<file path="src/hdl/prs_pkg.sv">
package prs_pkg;
    // apb register byte offsets
    localparam logic [7:0] ADDR_CTRL = 8'h00;
    localparam logic [7:0] ADDR_SEL = 8'h04;
    localparam logic [7:0] ADDR_CONTRAST = 8'h08;
    localparam logic [7:0] ADDR_BP_PSI = 8'h0c;
    localparam logic [7:0] ADDR_BP_TIME = 8'h10;
    localparam logic [7:0] ADDR_OFF_THR = 8'h14;
    localparam logic [7:0] ADDR_ON_LONG = 8'h18;
    localparam logic [7:0] ADDR_ON_SHORT = 8'h1c;
    localparam logic [7:0] ADDR_SHUTOFF = 8'h20;
    localparam logic [7:0] ADDR_MINFREQ = 8'h24;
    localparam logic [7:0] ADDR_STATUS = 8'h28;
    localparam logic [7:0] ADDR_IRQ_EN = 8'h2c;
    localparam logic [7:0] ADDR_IRQ_CLR = 8'h30;
    localparam logic [7:0] ADDR_DATE = 8'h34;
    localparam logic [7:0] ADDR_TIME = 8'h38;
    localparam logic [7:0] ADDR_RTC_KEY = 8'h3c;
    // ctrl fields
    localparam int CTRL_LOCK = 0;
    localparam int CTRL_HAND = 1;
    localparam int CTRL_AUTO = 2;
    localparam int CTRL_CFG_LSB = 4;
    // reset values, limits and config code
    localparam logic [1:0] SEL1_RST = 2'h1;
    localparam logic [1:0] SEL2_RST = 2'h1;
    localparam logic [5:0] CONTRAST_RST = 6'h28;
    localparam logic [5:0] CONTRAST_MIN = 6'h1e;
    localparam logic [5:0] CONTRAST_MAX = 6'h3f;
    localparam logic [7:0] BP_PSI_RST = 8'h00;
    localparam logic [7:0] BP_PSI_MAX = 8'h96;
    localparam logic [13:0] BP_TIME_RST = 14'h0000;
    localparam logic [13:0] BP_TIME_MAX = 14'h270f;
    localparam logic [9:0] OFF_THR_RST = 10'h01e;
    localparam logic [9:0] ON_LONG_RST = 10'h00f;
    localparam logic [9:0] ON_SHORT_RST = 10'h03c;
    localparam logic [9:0] TSEC_MAX = 10'h3e8;
    localparam logic [8:0] SHUTOFF_RST = 9'h00c;
    localparam logic [8:0] SHUTOFF_MAX = 9'h12c;
    localparam logic [2:0] CFG_CP = 3'h1;
    // selector modes
    localparam logic [1:0] SEL_CLOSED_RUN = 2'h0;
    localparam logic [1:0] SEL_CLOSED_STOP = 2'h1;
    localparam logic [1:0] SEL_ALWAYS = 2'h2;
    localparam logic [1:0] SEL_LATCH = 2'h2;
    localparam logic [1:0] SEL_REVERSE = 2'h3;
    // status bits
    localparam int ST_LATCH = 0;
    localparam int ST_BROKEN = 1;
    localparam int ST_SLEEP = 2;
    // tick timing
    localparam int CLK_MHZ = 250;
    localparam int SEC_US = 1000000;
    localparam int SEC_CYCLES = CLK_MHZ * SEC_US;
    localparam int MIN_SECONDS = 60;
    typedef enum logic [1:0] {
        PRS_OFF = 2'b00,
        PRS_AUTO = 2'b01,
        PRS_HAND = 2'b10
    } prs_mode_e;
endpackage

</file>
<file path="src/hdl/prs_top.sv">
// The implementer's own choices: the APB register port and the register addresses.
`timescale 1ns/10ps
`default_nettype none
// Functional notes
// - lockout yes: only auto and off
// - input one: run, stop, or always
// - input two: closed run or stop
// - input two latch: open faults until enter
// - input two mode three: open reverses
// - settable clock, enter moves, up/down edit
// - contrast default 40, clamp 30 to 63
// - broken pipe threshold zero disables
// - broken pipe after minutes below threshold
// - min on chosen by previous off length
// - on times 15 and 60 default
// - sleep at min frequency plus offset
// - cp features only in cp configuration
// - config zero: both inputs must say run
module prs_top #(
    parameter int SEC_DIV = prs_pkg::SEC_CYCLES
) (
    input wire logic pclk,
    input wire logic presetn,
    input wire logic psel,
    input wire logic penable,
    input wire logic pwrite,
    input wire logic [7:0] paddr,
    input wire logic [31:0] pwdata,
    output logic [31:0] prdata,
    output logic pready,
    output logic pslverr,
    input wire logic contact_one_closed,
    input wire logic contact_two_closed,
    input wire logic key_enter,
    input wire logic key_up,
    input wire logic key_down,
    input wire logic [8:0] pressure_psi,
    input wire logic [8:0] output_freq_hz,
    input wire logic at_setpoint,
    output logic motor_run,
    output logic motor_reverse,
    output logic [5:0] lcd_contrast,
    output logic [1:0] op_mode,
    output logic irq
);
    import prs_pkg::*;

    function automatic logic [9:0] clamp10(input logic [31:0] v, input logic [9:0] mx);
        clamp10 = (v > {22'h0, mx}) ? mx : v[9:0];
    endfunction
    function automatic logic [6:0] bump(input logic [6:0] v, input logic up, input logic [6:0] mx);
        if (up) bump = (v >= mx) ? 7'h00 : v + 7'h01;
        else bump = (v == 7'h00) ? mx : v - 7'h01;
    endfunction

    // pin synchronisers
    logic [4:0] s1_ff, s2_ff, kprev_ff;
    always_ff @(posedge pclk or negedge presetn) begin
        if (!presetn) begin
            s1_ff <= 5'h00;
            s2_ff <= 5'h00;
            kprev_ff <= 5'h00;
        end else begin
            s1_ff <= {key_down, key_up, key_enter, contact_two_closed, contact_one_closed};
            s2_ff <= s1_ff;
            kprev_ff <= s2_ff;
        end
    end
    wire c1 = s2_ff[0];
    wire c2 = s2_ff[1];
    wire enter_p = s2_ff[2] & ~kprev_ff[2];
    wire up_p = s2_ff[3] & ~kprev_ff[3];
    wire dn_p = s2_ff[4] & ~kprev_ff[4];

    // register file
    logic lock_ff, hand_req_ff, auto_req_ff;
    logic [2:0] cfg_ff;
    logic [1:0] sel1_ff, sel2_ff;
    logic [7:0] bp_psi_ff;
    logic [13:0] bp_time_ff;
    logic [9:0] off_thr_ff, on_long_ff, on_short_ff;
    logic [8:0] shutoff_ff, minfreq_ff;
    logic [2:0] irq_en_ff, status_ff;
    logic rtc_edit_ff;
    wire wr = psel & penable & pwrite;
    wire rd = psel & penable & ~pwrite;
    wire cp = (cfg_ff == CFG_CP);
    always_ff @(posedge pclk or negedge presetn) begin
        if (!presetn) begin
            lock_ff <= 1'b1;
            hand_req_ff <= 1'b0;
            auto_req_ff <= 1'b0;
            cfg_ff <= 3'h0;
            sel1_ff <= SEL1_RST;
            sel2_ff <= SEL2_RST;
            lcd_contrast <= CONTRAST_RST;
            bp_psi_ff <= BP_PSI_RST;
            bp_time_ff <= BP_TIME_RST;
            off_thr_ff <= OFF_THR_RST;
            on_long_ff <= ON_LONG_RST;
            on_short_ff <= ON_SHORT_RST;
            shutoff_ff <= SHUTOFF_RST;
            minfreq_ff <= 9'h000;
            irq_en_ff <= 3'h0;
        end else if (wr) begin
            case (paddr)
                ADDR_CTRL: begin
                    lock_ff <= pwdata[CTRL_LOCK];
                    hand_req_ff <= pwdata[CTRL_HAND];
                    auto_req_ff <= pwdata[CTRL_AUTO];
                    cfg_ff <= (pwdata[CTRL_CFG_LSB+:3] > 3'h4) ? 3'h4 : pwdata[CTRL_CFG_LSB+:3];
                end
                ADDR_SEL: begin
                    sel1_ff <= (pwdata[1:0] > SEL_ALWAYS) ? SEL_ALWAYS : pwdata[1:0];
                    sel2_ff <= pwdata[5:4];
                end
                ADDR_CONTRAST: begin
                    if (pwdata > {26'h0, CONTRAST_MAX}) lcd_contrast <= CONTRAST_MAX;
                    else if (pwdata < {26'h0, CONTRAST_MIN}) lcd_contrast <= CONTRAST_MIN;
                    else lcd_contrast <= pwdata[5:0];
                end
                ADDR_BP_PSI: bp_psi_ff <= (pwdata > {24'h0, BP_PSI_MAX}) ? BP_PSI_MAX : pwdata[7:0];
                ADDR_BP_TIME: begin
                    bp_time_ff <= (pwdata > {18'h0, BP_TIME_MAX}) ? BP_TIME_MAX : pwdata[13:0];
                end
                ADDR_OFF_THR: off_thr_ff <= clamp10(pwdata, TSEC_MAX);
                ADDR_ON_LONG: on_long_ff <= clamp10(pwdata, TSEC_MAX);
                ADDR_ON_SHORT: on_short_ff <= clamp10(pwdata, TSEC_MAX);
                ADDR_SHUTOFF: begin
                    shutoff_ff <= (pwdata > {23'h0, SHUTOFF_MAX}) ? SHUTOFF_MAX : pwdata[8:0];
                end
                ADDR_MINFREQ: minfreq_ff <= pwdata[8:0];
                ADDR_IRQ_EN: irq_en_ff <= pwdata[2:0];
                default: ;
            endcase
        end
    end

    // one-second and one-minute tick
    logic [31:0] div_ff;
    logic [5:0] secs_ff;
    logic sec_tick_ff, min_tick_ff;
    always_ff @(posedge pclk or negedge presetn) begin
        if (!presetn) begin
            div_ff <= 32'h0;
            secs_ff <= 6'h00;
            sec_tick_ff <= 1'b0;
            min_tick_ff <= 1'b0;
        end else begin
            sec_tick_ff <= (div_ff == SEC_DIV - 1);
            div_ff <= (div_ff == SEC_DIV - 1) ? 32'h0 : div_ff + 32'h1;
            min_tick_ff <= 1'b0;
            if (sec_tick_ff) begin
                if (secs_ff == 6'(MIN_SECONDS - 1)) begin
                    secs_ff <= 6'h00;
                    min_tick_ff <= 1'b1;
                end else begin
                    secs_ff <= secs_ff + 6'h01;
                end
            end
        end
    end

    // operating mode: hand refused while locked
    prs_mode_e mode_ff;
    always_ff @(posedge pclk or negedge presetn) begin
        if (!presetn) mode_ff <= PRS_AUTO;
        else if (hand_req_ff && !lock_ff) mode_ff <= PRS_HAND;
        else if (auto_req_ff) mode_ff <= PRS_AUTO;
        else if (hand_req_ff || mode_ff == PRS_HAND && lock_ff) mode_ff <= PRS_OFF;
        else mode_ff <= mode_ff;
    end
    assign op_mode = mode_ff;

    // contact decode
    wire run1 = (sel1_ff == SEL_ALWAYS) | ((sel1_ff == SEL_CLOSED_RUN) ? c1 : ~c1);
    wire run2 = (sel2_ff == SEL_CLOSED_RUN) ? c2 :
        (sel2_ff == SEL_CLOSED_STOP) ? ~c2 : 1'b1;
    wire latch_set = (sel2_ff == SEL_LATCH) & ~c2;
    wire want_run = (mode_ff == PRS_HAND) |
        ((mode_ff == PRS_AUTO) & run1 & run2 & ~status_ff[ST_LATCH]);

    // broken pipe: minutes below threshold, cp only
    logic [13:0] bp_cnt_ff;
    wire bp_arm = cp & (bp_psi_ff != 8'h00) & (pressure_psi < {1'b0, bp_psi_ff});
    always_ff @(posedge pclk or negedge presetn) begin
        if (!presetn) bp_cnt_ff <= 14'h0;
        else if (!bp_arm) bp_cnt_ff <= 14'h0;
        else if (min_tick_ff && bp_cnt_ff < bp_time_ff) bp_cnt_ff <= bp_cnt_ff + 14'h1;
    end
    wire bp_event = bp_arm & (bp_cnt_ff >= bp_time_ff);

    // sleep and anti-short-cycle
    logic [9:0] on_cnt_ff, off_cnt_ff, min_on_ff;
    wire [9:0] sleep_f = 10'(minfreq_ff) + 10'(shutoff_ff);
    wire sleep_req = cp & at_setpoint & ({1'b0, output_freq_hz} <= sleep_f);
    wire stop_req = ~want_run | status_ff[ST_BROKEN] | sleep_req;
    wire hold_on = cp & motor_run & (on_cnt_ff < min_on_ff);
    always_ff @(posedge pclk or negedge presetn) begin
        if (!presetn) begin
            motor_run <= 1'b0;
            on_cnt_ff <= 10'h0;
            off_cnt_ff <= 10'h0;
            min_on_ff <= ON_LONG_RST;
        end else begin
            // latch fault and explicit stop override the on timer
            if (!motor_run) begin
                if (!stop_req) begin
                    motor_run <= 1'b1;
                    on_cnt_ff <= 10'h0;
                    min_on_ff <= (off_cnt_ff > off_thr_ff) ? on_long_ff : on_short_ff;
                end else if (sec_tick_ff && off_cnt_ff < TSEC_MAX) begin
                    off_cnt_ff <= off_cnt_ff + 10'h1;
                end
            end else begin
                if (stop_req && !hold_on || !want_run || status_ff[ST_BROKEN]) begin
                    motor_run <= 1'b0;
                    off_cnt_ff <= 10'h0;
                end else if (sec_tick_ff && on_cnt_ff < TSEC_MAX) begin
                    on_cnt_ff <= on_cnt_ff + 10'h1;
                end
            end
        end
    end

    // reverse while input two open in mode three
    always_ff @(posedge pclk or negedge presetn) begin
        if (!presetn) motor_reverse <= 1'b0;
        else motor_reverse <= (sel2_ff == SEL_REVERSE) & ~c2;
    end

    // sticky status, set wins over clear; enter clears latch once contact closed
    wire [2:0] ev = {sleep_req, bp_event, latch_set};
    wire [2:0] clr = (wr && paddr == ADDR_IRQ_CLR) ? pwdata[2:0] : 3'h0;
    always_ff @(posedge pclk or negedge presetn) begin
        if (!presetn) begin
            status_ff <= 3'h0;
        end else begin
            status_ff <= ev | (status_ff & ~clr);
            if (enter_p && !latch_set && !rtc_edit_ff) status_ff[ST_LATCH] <= 1'b0;
        end
    end
    always_ff @(posedge pclk or negedge presetn) begin
        if (!presetn) irq <= 1'b0;
        else irq <= |(status_ff & irq_en_ff);
    end

    // real-time clock: mo dd yy hh mm ss, keypad edit
    logic [6:0] rtc_ff [6];
    logic [2:0] pos_ff;
    logic [6:0] lim [6];
    assign lim[0] = 7'd12;
    assign lim[1] = 7'd31;
    assign lim[2] = 7'd99;
    assign lim[3] = 7'd23;
    assign lim[4] = 7'd59;
    assign lim[5] = 7'd59;
    always_ff @(posedge pclk or negedge presetn) begin
        if (!presetn) begin
            for (int i = 0; i < 6; i++) rtc_ff[i] <= (i < 2) ? 7'h01 : 7'h00;
            pos_ff <= 3'h0;
            rtc_edit_ff <= 1'b0;
        end else if (wr && paddr == ADDR_RTC_KEY) begin
            rtc_edit_ff <= pwdata[0];
            pos_ff <= 3'h0;
        end else if (rtc_edit_ff) begin
            if (enter_p) begin
                if (pos_ff == 3'h5) rtc_edit_ff <= 1'b0;
                pos_ff <= (pos_ff == 3'h5) ? 3'h0 : pos_ff + 3'h1;
            end else if (up_p || dn_p) begin
                rtc_ff[pos_ff] <= bump(rtc_ff[pos_ff], up_p, lim[pos_ff]);
            end
        end else if (sec_tick_ff) begin
            // simple carry chain; day rolls at 31
            rtc_ff[5] <= (rtc_ff[5] == lim[5]) ? 7'h00 : rtc_ff[5] + 7'h01;
            if (rtc_ff[5] == lim[5]) begin
                rtc_ff[4] <= (rtc_ff[4] == lim[4]) ? 7'h00 : rtc_ff[4] + 7'h01;
                if (rtc_ff[4] == lim[4]) begin
                    rtc_ff[3] <= (rtc_ff[3] == lim[3]) ? 7'h00 : rtc_ff[3] + 7'h01;
                    if (rtc_ff[3] == lim[3]) begin
                        rtc_ff[1] <= (rtc_ff[1] == lim[1]) ? 7'h01 : rtc_ff[1] + 7'h01;
                        if (rtc_ff[1] == lim[1]) begin
                            rtc_ff[0] <= (rtc_ff[0] == lim[0]) ? 7'h01 : rtc_ff[0] + 7'h01;
                        end
                    end
                end
            end
        end
    end

    // apb read path, one wait-free access
    always_ff @(posedge pclk or negedge presetn) begin
        if (!presetn) begin
            prdata <= 32'h0;
            pready <= 1'b0;
            pslverr <= 1'b0;
        end else begin
            pready <= psel & ~penable;
            pslverr <= psel & ~penable & (paddr > ADDR_RTC_KEY | paddr[1:0] != 2'h0);
            prdata <= 32'h0;
            if (psel && !penable && !pwrite) begin
                case (paddr)
                    ADDR_CTRL: prdata <= {25'h0, cfg_ff, 1'b0, 2'(mode_ff), lock_ff};
                    ADDR_SEL: prdata <= {26'h0, sel2_ff, 2'h0, sel1_ff};
                    ADDR_CONTRAST: prdata <= {26'h0, lcd_contrast};
                    ADDR_BP_PSI: prdata <= {24'h0, bp_psi_ff};
                    ADDR_BP_TIME: prdata <= {18'h0, bp_time_ff};
                    ADDR_OFF_THR: prdata <= {22'h0, off_thr_ff};
                    ADDR_ON_LONG: prdata <= {22'h0, on_long_ff};
                    ADDR_ON_SHORT: prdata <= {22'h0, on_short_ff};
                    ADDR_SHUTOFF: prdata <= {23'h0, shutoff_ff};
                    ADDR_MINFREQ: prdata <= {23'h0, minfreq_ff};
                    ADDR_STATUS: prdata <= {27'h0, motor_run, motor_reverse, status_ff};
                    ADDR_IRQ_EN: prdata <= {29'h0, irq_en_ff};
                    ADDR_DATE: prdata <= {11'h0, rtc_ff[0], rtc_ff[1], rtc_ff[2]};
                    ADDR_TIME: prdata <= {11'h0, rtc_ff[3], rtc_ff[4], rtc_ff[5]};
                    ADDR_RTC_KEY: prdata <= {28'h0, pos_ff, rtc_edit_ff};
                    default: prdata <= 32'h0;
                endcase
            end
        end
    end
    wire unused_rd = rd;

    property p_lock;
        @(posedge pclk) disable iff (!presetn) lock_ff |=> mode_ff != PRS_HAND || $past(!lock_ff);
    endproperty
    a_lock: assert property (p_lock) else $error("hand mode while locked");
    property p_latch;
        @(posedge pclk) disable iff (!presetn) latch_set |=> status_ff[ST_LATCH];
    endproperty
    a_latch: assert property (p_latch) else $error("latch fault not set");
    property p_latch_stop;
        @(posedge pclk) disable iff (!presetn) status_ff[ST_LATCH] && mode_ff == PRS_AUTO |=> !motor_run;
    endproperty
    a_latch_stop: assert property (p_latch_stop) else $error("run during latch fault");
    property p_rev;
        @(posedge pclk) disable iff (!presetn) (sel2_ff == SEL_REVERSE && !c2) |=> motor_reverse;
    endproperty
    a_rev: assert property (p_rev) else $error("reverse missing");
    property p_contrast;
        @(posedge pclk) disable iff (!presetn) lcd_contrast >= CONTRAST_MIN;
    endproperty
    a_contrast: assert property (p_contrast) else $error("contrast out of range");
    property p_bp_off;
        @(posedge pclk) disable iff (!presetn) bp_psi_ff == 8'h00 |-> !bp_event;
    endproperty
    a_bp_off: assert property (p_bp_off) else $error("broken pipe while disabled");
    property p_cp;
        @(posedge pclk) disable iff (!presetn) !cp |-> !sleep_req && !bp_event && !hold_on;
    endproperty
    a_cp: assert property (p_cp) else $error("cp feature outside cp");
    property p_sec;
        @(posedge pclk) disable iff (!presetn) sec_tick_ff |=> !sec_tick_ff;
    endproperty
    a_sec: assert property (p_sec) else $error("tick too long");
endmodule
`default_nettype wire

</file>
<file path="config.mk">
export PLATFORM = sky130hd
export DESIGN_NAME = prs_top
export DESIGN_NICKNAME = d
export VERILOG_FILES = /design/src/hdl/prs_pkg.sv /design/src/hdl/prs_top.sv
export SDC_FILE = /design/constraint.sdc
export NUM_CORES = 1
export LEC_CHECK = 0
export ABC_AREA = 1
export BUFFER_PORTS_ARGS = -buffer_cell sky130_fd_sc_hd__buf_2
export CAP_MARGIN = 20
export CELL_PAD_IN_SITES_DETAIL_PLACEMENT = 1
export CELL_PAD_IN_SITES_GLOBAL_PLACEMENT = 2
export CORE_MARGIN = 5
export CORE_UTILIZATION = 39
export CTS_CLUSTER_DIAMETER = 40
export CTS_CLUSTER_SIZE = 28
export DETAILED_ROUTE_END_ITERATION = 7
export GPL_TIMING_DRIVEN = 0
export PLACE_DENSITY = 0.89
export SLEW_MARGIN = 0
export SYNTH_ARGS = -nofsm -noshare
export SYNTH_HDL_FRONTEND = slang
export SYNTH_SLANG_ARGS = --single-unit
</file>
<file path="constraint.sdc">
create_clock -name pclk -period 9.4 [get_ports pclk]
set_input_delay 0 -clock pclk [delete_from_list [all_inputs] [get_ports pclk]]
set_output_delay 0 -clock pclk [all_outputs]
set_load 0.02 [all_outputs]
</file>
# --- Word-level counts from Yosys, hierarchy flattened ---
# Memories as Yosys holds them, arrays and structs flattened.
# Cells that the tools add are included.
classes:
  add_sub_neg: 14
  order_cmp: 20
  n_eq_ne: 37
  muxes: 76
  bitwise: 41
  n_reduce_logical: 62
ops:
  columns: ["operator", "n"]
  rows:
  - ["21-bit case mux with 15 select lines", 1]
  - ["7-bit 2-to-1 mux", 19]
  - ["14-bit 2-to-1 mux", 9]
  - ["10-bit 2-to-1 mux", 10]
  - ["42-bit 2-to-1 mux", 2]
  - ["8-bit by 6-bit == test with 1-bit output (second input constant)", 8]
  - ["32-bit 2-to-1 mux", 2]
  - ["7-bit by 1-bit adder with 7-bit output (second input constant)", 6]
  - ["42-bit bitwise mux", 1]
  - ["21-bit 2-to-1 mux", 2]
  - ["32-bit by 1-bit adder with 32-bit output (second input constant)", 1]
  - ["32-bit by 28-bit == test with 1-bit output (second input constant)", 1]
  - ["8-bit by 5-bit == test with 1-bit output (second input constant)", 4]
  - ["32-bit by 10-bit > comparator with 1-bit output (second input constant)", 1]
  - ["32-bit by 14-bit > comparator with 1-bit output (second input constant)", 1]
  - ["32-bit by 6-bit > comparator with 1-bit output (second input constant)", 1]
  - ["32-bit by 8-bit > comparator with 1-bit output (second input constant)", 1]
  - ["32-bit by 9-bit > comparator with 1-bit output (second input constant)", 1]
  - ["32-bit by 5-bit less-than comparator with 1-bit output (second input constant)", 1]
  - ["2-bit AND reduction", 13]
  - ["7-bit binary-select mux with 3-bit select", 1]
  - ["7-bit demux with 3-bit select", 1]
  - ["10-bit by 1-bit adder with 10-bit output (second input constant)", 2]
  - ["10-bit less-than comparator (second input constant)", 2]
  - ["other kinds (58)", 159]
word_totals:
  ff_bits: 276
  romBits: 56
  inputBits: 69
  output_inout_bits: 45
  mem_count: 1
memory_table:
  columns: ["name", "words", "width", "rd", "rd_ports_with_merged_regs", "write_ports", "line_no", "text"]
  rows:
  - ["(name not given)", 8, 7, 1, 0, 0, "prs_top.sv:271", "rtc_ff[pos_ff] <= bump(rtc_ff[pos_ff], up_p, lim[pos_ff]);"]

# --- Depth between registers and ports, before layout ---
# Gate-level depths: netlist of run 1.
logic_depth:
  word_depth: 15
  ltp_mapped: 25

# --- Worst setup path after synthesis of run 1 ---
# OpenSTA, ideal clock, no wires.
synth_timing:
  kind: "reg2reg"
  start: "register shutoff_ff[3]"
  end: "register on_cnt_ff[3]"
  setup_ps: 116
  arrival_time_ps: 3099
  t_required_ps: 9284
  slack_ps: 6184
  stages_incl_launch_ff: 25
  n_path_buf: 1
  path_cell_list: "dfstp_2 > ha_1 > a21oi_1 > o21ai_0 > nand2_1 > nand2_1 > a21oi_1 > inv_1 > a21o_1 > a21oi_1 > xor2_1 > ha_1 > nand2_1 > inv_1 > nand4_1 > nand3_1 > nor2_1 > nand2_1 > nand2_1 > nand2_1 > nand2_2 > nand2_1 > buf_2 > nand2_1 > nand2_1"
synth_via:
  elab_chain_len: 9
  word_cells_on_any_way: 10
synth_rtl:
  columns: ["element", "line_no", "text"]
  rows:
  - ["from (decl)", "prs_top.sv:82", "logic [8:0] shutoff_ff, minfreq_ff;"]
  - ["from (signal assigned)", "prs_top.sv:130", "shutoff_ff <= (pwdata > {23'h0, SHUTOFF_MAX}) ? SHUTOFF_MAX : pwdata[8:0];"]
  - ["9-bit by 9-bit adder with 10-bit output (*)", "prs_top.sv:195", "wire [9:0] sleep_f = 10'(minfreq_ff) + 10'(shutoff_ff);"]
  - ["9-bit by 10-bit <= comparator with 1-bit output (*)", "prs_top.sv:196", "wire sleep_req = cp & at_setpoint & ({1'b0, output_freq_hz} <= sleep_f);"]
  - ["1-bit AND (*)", "prs_top.sv:196", null]
  - ["1-bit bitwise OR (*)", "prs_top.sv:197", "wire stop_req = ~want_run | status_ff[ST_BROKEN] | sleep_req;"]
  - ["1-bit logical AND", "prs_top.sv:216", "if (stop_req && !hold_on || !want_run || status_ff[ST_BROKEN]) begin"]
  - ["1-bit logical OR (2 in series)", "prs_top.sv:216", null]
  - ["2-bit != test (no source line)", null, null]
  - ["3-bit AND reduction (no source line) (*)", null, null]
  - ["to (signal assigned)", "prs_top.sv:220", "on_cnt_ff <= on_cnt_ff + 10'h1;"]
  - ["to (decl)", "prs_top.sv:194", "logic [9:0] on_cnt_ff, off_cnt_ff, min_on_ff;"]
# Mark *: on every way between the ends. The rest lies on a longest branch, timed or not.
# A chain may end at the register's enable or synchronous reset.

# --- Final worst setup path of run 1 ---
layout_timing:
  start: "register shutoff_ff[0]"
  end: "register on_cnt_ff[0]"
# The elaborated chain is that of the path after synthesis.

==> impl_metrics.csv, run 1 <==
group,metric,value,unit
run_status,status,"complete, no violations",
sta,fin_crit_sh,0.4360,
clocking,insertion_delay,600,ps
setup_path,critPathCaptureType,"register",
placed_design,dpl.hpwl,45.24,mm
sta,slew_headroom,0.3263,
global_routing,grt_usage,0.2602,
synth,synth_top_area_cell,"dfrtp_1",
floorplan,row_count,74,
sta,fmax,0.2440,GHz
placed_design,port_buffers,100,
floorplan,die_width,214.2,µm
clocking,cts_root_buf,"clkbuf_16",
global_routing,first_global_vias,17110,
floorplan,die_area,0.04589,mm²
floorplan,die_h,214.2,µm
global_routing,antenna_found_initial,1,
setup_path,cp-start-kind,"register",
pwr,leakage,9.860,nW
synth,syn_avg_cell_area,7.478,µm²
synth,synth_top_area_frac,0.3646,
cells_and_area,n_antenna_cell,0,
synth,synth_flop_cell,"dfrtp_1",
sta,tightest_slew,1002,ps
synth,ys_seq_area_frac,0.4066,
floorplan,boundaryPins,114,
floorplan,core_area,0.04102,mm²
cells_and_area,layout-drive-gt1-share,0.1281,
clocking,clkTransAtPathRegs,50,ps
global_routing,grt_pass1_wl,96.07,mm
synth,synthArstFlopShare,1.000,
min_path,min_to,"s1_ff[1]$_DFF_PN0_",
placed_design,gp_congestion,0.9980,
clocking,postCtsSetupBuffers,0,
sta,drv_slew,0,
sta,finClkSkew,15.64,ps
drt,wl,60.96,mm
setup_path,criticalPathCategory,"register to register",
synth,yosysWarnings,0,
min_path,min_path_cells,2,
clocking,cts_tree,"yes",
drt,vias,16390,
floorplan,start_util,0.3965,
cells_and_area,final_area,0.02010,mm²
sta,setup_tns,0,ps
setup_path,cp.arrival,4620,ps
drt,vias_per_cell,5.521,
min_path,min-delay-path-class,"input pin to register",
global_routing,grt_max_degree,115,
drt,post_drt_wl_per_cell,20.54,µm
cells_and_area,final_cell_mix,"491 x nand2_1, 288 x inv_1, 237 x dfrtp_1",
flow_run,max-cap-violations,0,
cells_and_area,fillCellCount,5093,
cells_and_area,nets,2536,
clocking,cts_htree_levels,2,
synth,synth-edff-count,0,
pwr,power.density,190.0,mW/mm²
drt,firstDrtPassIters,6,
min_path,hp-start,"contact_two_closed",
sta,finalCriticalPeriod,4099,ps
cells_and_area,final_common_cell,"nand2_1",
clocking,cts.repair.resized,0,
clocking,cts_buffer_depth,3,
pwr,peakVddDrop,0.0001293,V
clocking,clock-sinks,263,
synth,synthCells,2175,
clocking,ctsHoldBuffers,41,
synth,synth_cell_types,60,
sta,hold_viol,0,
cells_and_area,synthToLayoutAreaGrowth,23.57,%
synth,synth_area_leaders,"dfrtp_1 36%, nand2_1 11%, inv_1 6.6%",
sta,rsz0062_at_grt,"no",
setup_path,crit_path_max_fanout,10,
setup_path,cp.required,9920,ps
sta,setup_viol,0,
placed_design,place_area,0.01753,mm²
drt,ant_nets,0,
clocking,cts_buffers,56,
drt,route.detailed.drc,0,
drt,drt_iter0_drc,1198,
setup_path,worst-r2r-cell-count,24,
synth,ys_ff_latch,263,
setup_path,rr_startpoint,"shutoff_ff[0]$_DFFE_PN0P_",
global_routing,overflow,0,
synth,syn_area,0.01626,mm²
setup_path,worstReg2RegEnd,"on_cnt_ff[0]$_DFFE_PN0P_",
setup_path,r2r_slack,5300,ps
==> area by class of cell <==
type / instances / area [µm²] / area share
Inverter: 300 / 1127 / 0.05609
Multi-Input combinational cell: 1572 / 8285 / 0.4123
Buffer: 50 / 275.3 / 0.01370
Tap cell: 532 / 665.6 / 0.03312
Sequential cell: 263 / 6614 / 0.3291
Clock inverter: 41 / 651.9 / 0.03243
Clock buffer: 65 / 1475 / 0.07340
Timing Repair Buffer: 145 / 1003 / 0.04993
==> per-layer routing <==
layer  vias up  GRT usage  routed length, µm
li1       7659          -                  -
met1      8158     0.3410              26580
met2       435     0.4374              29070
met3       132    0.04264               3326
met4         2    0.09255               1975
met5         -          0                 13
==> stage by stage <==
step	std cells	utilization	setup slack, ps	hold WS (ps)	total power [mW]
2_1_floorplan	2185	-	6184	-295.6	1.422
5_1_grt	2968	0.4900	4924	28.20	3.955
3_5_place_dp	2819	0.4275	5326	-13.61	1.583
6_report	2968	0.4900	5301	42.50	3.819
3_3_place_gp	2817	0.4259	3197	109.0	1.567
4_1_cts	2966	0.4898	5276	0.7631	3.852
==> worst max-delay path by stage <==
stage / start / end / slack [ps] / cells after the start
after global routing: shutoff_ff[3]$_DFFE_PN1P_ / on_cnt_ff[4]$_DFFE_PN0P_ / 4920 / 24
final: shutoff_ff[0]$_DFFE_PN0P_ / on_cnt_ff[0]$_DFFE_PN0P_ / 5300 / 24
after floorplan: shutoff_ff[3]$_DFFE_PN1P_ / on_cnt_ff[3]$_DFFE_PN0P_ / 6180 / 24
after global placement: presetn / bp_psi_ff[0]$_DFFE_PN0P_ / 3200 / 1
after detailed placement: shutoff_ff[3]$_DFFE_PN1P_ / on_cnt_ff[8]$_DFFE_PN0P_ / 5330 / 24
after CTS: shutoff_ff[0]$_DFFE_PN0P_ / on_cnt_ff[0]$_DFFE_PN0P_ / 5280 / 24
==> Yosys cell counts, types with 4 or more instances <==
cell / number
inv_2: 7
nor2_4: 4
clkbuf_1: 18
nor3b_1: 6
xnor2_1: 7
o211ai_1: 9
inv_1: 288
dfrtp_1: 237
nand3_1: 166
buf_4: 14
buf_2: 15
ha_1: 78
nand3b_1: 4
a31oi_1: 21
xor2_1: 44
o21a_1: 10
dfstp_2: 26
or2_2: 5
nor4_1: 9
o221ai_1: 5
a21oi_1: 114
o22ai_1: 25
o21ai_1: 24
a21boi_1: 10
nand4_1: 34
nor2_2: 9
clkinv_1: 4
nor3_1: 64
a221oi_1: 11
nand2_2: 12
a211oi_1: 10
o31ai_1: 9
o21ai_0: 130
a21o_1: 4
nand2_1: 491
nor2_1: 214
==> registers in the layout (all words and copies together) (netlist names), 10 cells and up <==
name / cells
on_cnt_ff: 10
bp_time_ff: 14
prdata: 21
on_long_ff: 10
off_thr_ff: 10
min_on_ff: 10
div_ff: 32
on_short_ff: 10
rtc_ff: 42
bp_cnt_ff: 14
off_cnt_ff: 10
==> worst max-delay path, stage by stage, from the launching register on <==
cell and delay [ps]:
dfrtp_1 460, ha_1 210, inv_1 70, fa_1 400
o21ai_0 280, nand2_1 90, nand2_1 90, a21oi_1 100
inv_1 70, a21o_1 100, a21oi_1 60, xor2_1 150
ha_1 290, nand2_1 60, inv_1 40, nand4_1 90
nand3_1 80, nor2_1 90, nand2_1 100, nand2_1 210
nand2_1 170, nand2_2 200, nand2_1 180, buf_2 240
o21ai_1 170
==> report_power, final <==
| part | switching, mW | leakage (nW) | internal, mW |
|---|---|---|---|
| logic | 0.275 | 5.54 | 0.117 |
| clock network | 0.713 | 1.03 | 1.52 |
| registers | 0.0284 | 3.29 | 1.17 |
==> kinds of logic after synthesis <==
kind of cell,share of synthesized area
buffers and inverters,0.08624
xor gates and xnor gates,0.02746
and+or+nand+nor,0.2730
DFF,0.4066
adders and majority gates,0.06124
AOI/OAI and AO/OA,0.1452
other,0.0002306
Note: power is estimated with default switching activity, not from simulation.
==> run 2: changes to the inputs <==
Settings changed: CORE_UTILIZATION 39 to 32, PLACE_DENSITY 0.89 to 0.78.
Clock period 9.4 ns to 3.55 ns, I/O delays scaled along.
==> run 2 against run 1 <==
  * Count of clock-buffer cells in the layout down 2
  * Final area up 0.79%
  * Utilization down 8.6 points
  * Via count down 1.4%
  * Non-clock buffer count up 8
  * Maximum frequency up 19%
  * Sequential share of layout area down 0.26 points
  * Worst setup slack worse by 5200 ps
  * Wire length up 2.3%
  * Worst hold slack worse by 7.1 ps
  * Sequential cell count unchanged
  * Largest cell class unchanged
  * Largest power group unchanged
  * Highest routed layer is now met4
==> impl_metrics.csv, run 2 (synthesis results as in run 1) <==
group,metric,value,unit
run_status,status,"complete, no violations",
drt,vias_per_cell,5.189,
pwr,leakage,9.831,nW
sta,fmax,0.2902,GHz
sta,fin_crit_sh,0.9708,
sta,setup_tns,0,ps
setup_path,worstReg2RegEnd,"on_cnt_ff[3]$_DFFE_PN0P_",
global_routing,overflow,0,
setup_path,worst-r2r-cell-count,25,
clocking,cts_htree_levels,2,
cells_and_area,final_cell_mix,"484 x nand2_1, 286 x inv_1, 237 x dfrtp_1",
global_routing,antenna_found_initial,1,
cells_and_area,reg_top3,"rtc_ff: 42 flops, div_ff: 32 flops, prdata: 21 flops",
drt,wl,62.37,mm
sta,slew_headroom,0.3361,
min_path,min_path_cells,7,
floorplan,row_count,82,
setup_path,r2r_slack,100,ps
drt,post_drt_wl_per_cell,20.03,µm
drt,firstDrtPassIters,5,
setup_path,cp-start-kind,"register",
placed_design,gp_congestion,0.9380,
cells_and_area,final_common_cell,"nand2_1",
min_path,min_to,"bp_psi_ff[7]$_DFFE_PN0P_",
sta,hold_viol,0,
floorplan,boundaryPins,114,
clocking,insertion_delay,610,ps
floorplan,die_width,235.4,µm
clocking,cts_root_buf,"clkbuf_16",
clocking,cts_tree,"yes",
cells_and_area,synthToLayoutAreaGrowth,24.55,%
setup_path,criticalPathCategory,"register to register",
pwr,finalPower,9.491,mW
clocking,cts_buffer_depth,3,
pwr,peakVddDrop,0.0003820,V
cells_and_area,multi_input_comb_area,0.008412,mm²
clocking,cts_buffers,55,
clocking,clock-sinks,263,
sta,finClkSkew,42.61,ps
global_routing,first_global_vias,16900,
setup_path,cp.arrival,3910,ps
floorplan,die_area,0.05543,mm²
setup_path,rr_startpoint,"shutoff_ff[3]$_DFFE_PN1P_",
floorplan,die_h,235.4,µm
global_routing,grt_pass1_wl,98.08,mm
setup_path,cp.required,4010,ps
clocking,clkTransAtPathRegs,50,ps
drt,vias,16160,
flow_run,max-cap-violations,0,
drt,ant_nets,0,
cells_and_area,final_util,0.4038,
drt,drt_iter0_drc,920,
pwr,power.density,468.5,mW/mm²
drt,route.detailed.drc,0,
global_routing,grt_usage,0.2203,
cells_and_area,n_antenna_cell,0,
sta,drv_slew,0,
sta,setup_viol,0,
cells_and_area,fillCellCount,6111,
cells_and_area,layout-drive-gt1-share,0.1413,
cells_and_area,largest_register,"rtc_ff",
cells_and_area,largest_reg_flops,42,
sta,rsz0062_at_grt,"yes",
floorplan,start_util,0.3242,
placed_design,dpl.hpwl,46.97,mm
sta,finalCriticalPeriod,3446,ps
min_path,hp-start,"pwdata[16]",
placed_design,port_buffers,100,
setup_path,critPathCaptureType,"register",
cells_and_area,seqCellArea,0.006614,mm²
sta,tightest_slew,988.2,ps
min_path,min-delay-path-class,"input pin to register",
floorplan,core_area,0.05017,mm²
cells_and_area,nets,2543,
global_routing,grt_max_degree,115,
setup_path,crit_path_max_fanout,7,
[run 2: cell count changes in the layout (fill, tap and decap cells not counted), moves of 3 or more]
cell,delta
a21oi_1,-3
buf_2,-4
buf_4,+11
bufinv_16,-9
clkinv_2,+4
clkinvlp_4,+3
dlygate4sd3_1,-3
ha_1,-3
inv_8,+3
nand2_1,-7
nand2_4,+4
o21ai_1,-4
o21ai_2,+5
[run 2: worst max-delay path, cell delays in order (launching register included)]
cell,delay [ps]
dfstp_2,550
ha_4,220
a21oi_4,130
o21ai_2,80
nand2_1,70
nand2_2,60
a21oi_2,140
inv_1,60
a21o_1,160
a21oi_2,140
xor2_1,160
ha_1,260
nand2_1,70
inv_1,40
nand4_1,90
nand3_1,80
nor2_1,100
nand2_1,110
nand2_2,140
nand2_4,80
nand2_4,130
buf_12,120
nand2_8,60
clkbuf_16,160
nand2_2,40
nand2_1,50
[run 2: worst max path at each step]
stage	cells past startpoint	to	slack (ps)	from
after floorplan	24	on_cnt_ff[3]$_DFFE_PN0P_	330	shutoff_ff[3]$_DFFE_PN1P_
after global placement	1	bp_cnt_ff[4]$_DFFE_PN0P_	-2760	presetn
after detailed placement	24	on_cnt_ff[5]$_DFFE_PN0P_	-430	shutoff_ff[3]$_DFFE_PN1P_
after CTS	25	on_cnt_ff[9]$_DFFE_PN0P_	30	shutoff_ff[3]$_DFFE_PN1P_
after global routing	25	on_cnt_ff[5]$_DFFE_PN0P_	-150	shutoff_ff[3]$_DFFE_PN1P_
final	25	on_cnt_ff[3]$_DFFE_PN0P_	100	shutoff_ff[3]$_DFFE_PN1P_
[run 2: through the flow]
step           hold WS (ps)  worst slack, ps  area, µm²  std cells
2_1_floorplan        -295.6            334.0      16300       2185
3_3_place_gp          110.3            -2756      17640       2957
3_5_place_dp         -65.81           -431.3      17710       2960
4_1_cts               3.537            28.21      20100       3107
5_1_grt               35.97           -149.7      20260       3114
6_report              35.37            103.5      20260       3114
[run 2: metal layers]
layer | part of all wire | track usage
met1 | 0.46 | 0.3038
met2 | 0.47 | 0.3656
met3 | 0.047 | 0.03550
met5 | 0 | 0
met4 | 0.019 | 0.05067
[run 2: area by class of cell]
cell class | count | share of cell area
plain buffers | 49 | 0.01445
clock inverters | 41 | 0.02112
multi-input cells | 1572 | 0.4153
flip-flops and latches | 263 | 0.3265
well taps | 672 | 0.04151
repair buffers | 154 | 0.05411
clock buffers | 63 | 0.07140
inverters | 300 | 0.05565
[run 2: what timing repair did]
| item | in CTS | in global routing |
|---|---|---|
| hold buffers | 38 | 0 |
| cloned | 0 | 1 |
| hold endpoints to repair | 312 | 0 |
| pin swaps | 6 | 16 |
| setup endpoints to repair | 71 | 65 |
| resized for setup | 18 | 24 |
| setup buffers | 6 | 5 |
[run 2: where the power goes]
group | internal [mW] | total, mW | switching, mW
Clock | 3.33 | 5.22 | 1.89
Combinational | 0.352 | 1.11 | 0.758
Sequential | 3.09 | 3.16 | 0.0757
Total | 6.77 | 9.49 | 2.72
==> run 3: changes to the inputs <==
--- a/config.mk
+++ b/config.mk
@@ -11,4 +11,5 @@
 export CELL_PAD_IN_SITES_DETAIL_PLACEMENT = 1
 export CELL_PAD_IN_SITES_GLOBAL_PLACEMENT = 2
+export CORE_ASPECT_RATIO = 1.4
 export CORE_MARGIN = 5
 export CORE_UTILIZATION = 32
==> constraint.sdc (replaced) <==
create_clock -name pclk -period 3.55 [get_ports pclk]
set_input_delay 0.355 -clock pclk [delete_from_list [all_inputs] [get_ports pclk]]
set_output_delay 0.355 -clock pclk [all_outputs]
set_load 0.02 [all_outputs]
==> run 3 against run 2 <==
  * Sequential share of layout area grew 0.88 points
  * Wire length grew 0.55%
  * Final cell count shrank 2.2%
  * Maximum frequency shrank 0.58%
  * Clock skew shrank 25 ps
  * Non-clock buffer count shrank 30
  * Global-route usage is essentially flat
  * Final area shrank 2.6%
  * Worst hold slack gained 33 ps
  * Combinational power shrank 4%
  * Worst setup slack lost 20 ps
  * Critical path type unchanged
==> impl_metrics.csv, run 3 (synthesis results as in run 1) <==
group,metric,value,unit
sta,hold_viol,0,
clocking,cts_tree,"yes",
pwr,peakVddDrop,0.0004267,V
flow_run,max-cap-violations,0,
setup_path,cpMostUsedCell,"nand2_1",
pwr,finalPower,9.168,mW
sta,fin_crit_sh,0.9765,
min_path,min-delay-path-class,"input pin to register",
run_status,status,"complete, no violations",
floorplan,boundaryPins,114,
min_path,min_to,"pslverr$_DFF_PN0_",
floorplan,die_h,276.8,µm
floorplan,row_count,97,
drt,route.detailed.drc,0,
cells_and_area,largest_reg_flops,42,
drt,wl,62.71,mm
cells_and_area,final_common_cell,"nand2_1",
clocking,cts_buffer_depth,3,
sta,finalCriticalPeriod,3466,ps
cells_and_area,final_cell_mix,"483 x nand2_1, 286 x inv_1, 237 x dfrtp_1",
sta,fmax,0.2885,GHz
cells_and_area,n_antenna_cell,0,
setup_path,cp-start-kind,"register",
placed_design,place_area,0.01768,mm²
cells_and_area,fillCellCount,6282,
setup_path,crit_path_max_fanout,10,
setup_path,criticalPathCategory,"register to register",
drt,drt_iter0_drc,635,
setup_path,crit_slowest_cell,"fa_2",
global_routing,grt_max_degree,109,
floorplan,die_width,200.5,µm
drt,post_drt_wl_per_cell,20.60,µm
pwr,power.density,464.7,mW/mm²
sta,drv_slew,0,
drt,ant_nets,0,
setup_path,cp.required,4010,ps
cells_and_area,reg_top3,"rtc_ff: 42 flops, div_ff: 32 flops, prdata: 21 flops",
cells_and_area,largest_register,"rtc_ff",
placed_design,dpl.hpwl,48.35,mm
setup_path,critPathCaptureType,"register",
setup_path,cp.arrival,3930,ps
clocking,clkTransAtPathRegs,60,ps
clocking,cts_buffers,50,
drt,firstDrtPassIters,5,
clocking,insertion_delay,590,ps
global_routing,antenna_found_initial,2,
floorplan,start_util,0.3237,
clocking,cts_root_buf,"clkbuf_16",
clocking,cts_htree_levels,2,
floorplan,die_area,0.05550,mm²
sta,slew_headroom,0.2296,
setup_path,rr_startpoint,"shutoff_ff[0]$_DFFE_PN0P_",
setup_path,worst-r2r-cell-count,25,
drt,vias_per_cell,5.248,
cells_and_area,final_area,0.01973,mm²
setup_path,worstReg2RegEnd,"on_cnt_ff[8]$_DFFE_PN0P_",
setup_path,max_stage_delay,400,ps
global_routing,overflow,0,
clocking,clock-sinks,263,
sta,finClkSkew,17.90,ps
min_path,min_path_cells,3,
sta,setup_viol,0,
placed_design,gp_congestion,0.9276,
cells_and_area,synthToLayoutAreaGrowth,21.29,%
drt,vias,15980,
sta,rsz0062_at_grt,"yes",
global_routing,grt_usage,0.2203,
sta,tightest_slew,1147,ps
setup_path,r2r_slack,80,ps
floorplan,core_area,0.05025,mm²
placed_design,port_buffers,100,
cells_and_area,nets,2508,
min_path,hp-start,"psel",
cells_and_area,layout-drive-gt1-share,0.1399,
global_routing,grt_pass1_wl,96.85,mm
pwr,leakage,9.595,nW
global_routing,first_global_vias,17020,
run 3: changes by cell type in the layout (fill, tap and decap cells not counted), moves of 2 or more:
| cell | previous run | this run |
|---|---|---|
| inv_6 | 7 | 14 |
| clkbuf_16 | 56 | 51 |
| nand2_4 | 5 | 3 |
| inv_8 | 5 | 1 |
| dlygate4sd3_1 | 37 | 7 |
| o21ai_2 | 8 | 4 |
| clkinv_2 | 12 | 3 |
| o21ai_1 | 20 | 24 |
| buf_4 | 25 | 28 |
| clkinvlp_4 | 7 | 9 |
| clkbuf_1 | 22 | 18 |
| nand2_8 | 1 | 3 |
run 3: area by class of cell:
class,instances,area [µm²],area share
well taps,643,804.5,0.04078
plain buffers,50,304.0,0.01541
clock buffers,56,1345,0.06818
flip-flops and latches,263,6614,0.3353
repair buffers,123,738.2,0.03742
inverters,300,1127,0.05714
clock inverters,37,392.9,0.01991
multi-input cells,1572,8402,0.4259
run 3: worst max-delay path by stage:
stage	startpoint	end	cells past startpoint
2_1_floorplan	shutoff_ff[3]$_DFFE_PN1P_	on_cnt_ff[3]$_DFFE_PN0P_	24
3_3_place_gp	presetn	secs_ff[0]$_DFFE_PN0P_	1
3_5_place_dp	shutoff_ff[0]$_DFFE_PN0P_	on_cnt_ff[8]$_DFFE_PN0P_	25
4_1_cts	shutoff_ff[3]$_DFFE_PN1P_	min_on_ff[2]$_DFFE_PN1P_	23
5_1_grt	shutoff_ff[0]$_DFFE_PN0P_	off_cnt_ff[4]$_DFFE_PN0P_	24
6_report	shutoff_ff[0]$_DFFE_PN0P_	on_cnt_ff[8]$_DFFE_PN0P_	25
run 3: stage by stage:
stage          hold slack (ps)  cells    util  setup slack (ps)  TNS (ps)
2_1_floorplan            59.41   2185       -             334.0         0
3_3_place_gp             336.1   2928  0.3504             -3233   -808520
3_5_place_dp             337.8   2931  0.3518            -502.1    -18930
4_1_cts                  25.98   3036  0.3897             10.92         0
5_1_grt                  68.97   3044  0.3926            -87.90     -1507
6_report                 68.52   3044  0.3926             83.51         0
run 3: where the power goes:
group | total [mW] | switching [mW] | internal (mW)
clock | 4.94 | 1.86 | 3.08
sequential | 3.16 | 0.0794 | 3.08
combinational | 1.07 | 0.748 | 0.319
run 3: what timing repair did:
item | in CTS | in global routing
endpoints found under the hold margin | 72 | 0
hold buffers | 7 | 0
pin swaps | 3 | 13
gates cloned | 0 | 0
gates resized for setup | 18 | 24
endpoints found under the setup margin | 72 | 34
buffers inserted | 5 | 8
run 3: critical path, delay by kind of cell (launching register included):
kind                       cells  cell delay [ps]
and+or+nand+nor               13             1180
adders and majority gates      3              940
DFF                            1              380
buffers and inverters          4              290
AOI/OAI and AO/OA              4              400
xor gates and xnor gates       1              150
run 3: per-layer routing:
metal,part of all wire,track usage
met4,0.055,0.1111
met1,0.38,0.2392
met3,0.042,0.03514
met2,0.53,0.4119
met5,0.00078,0
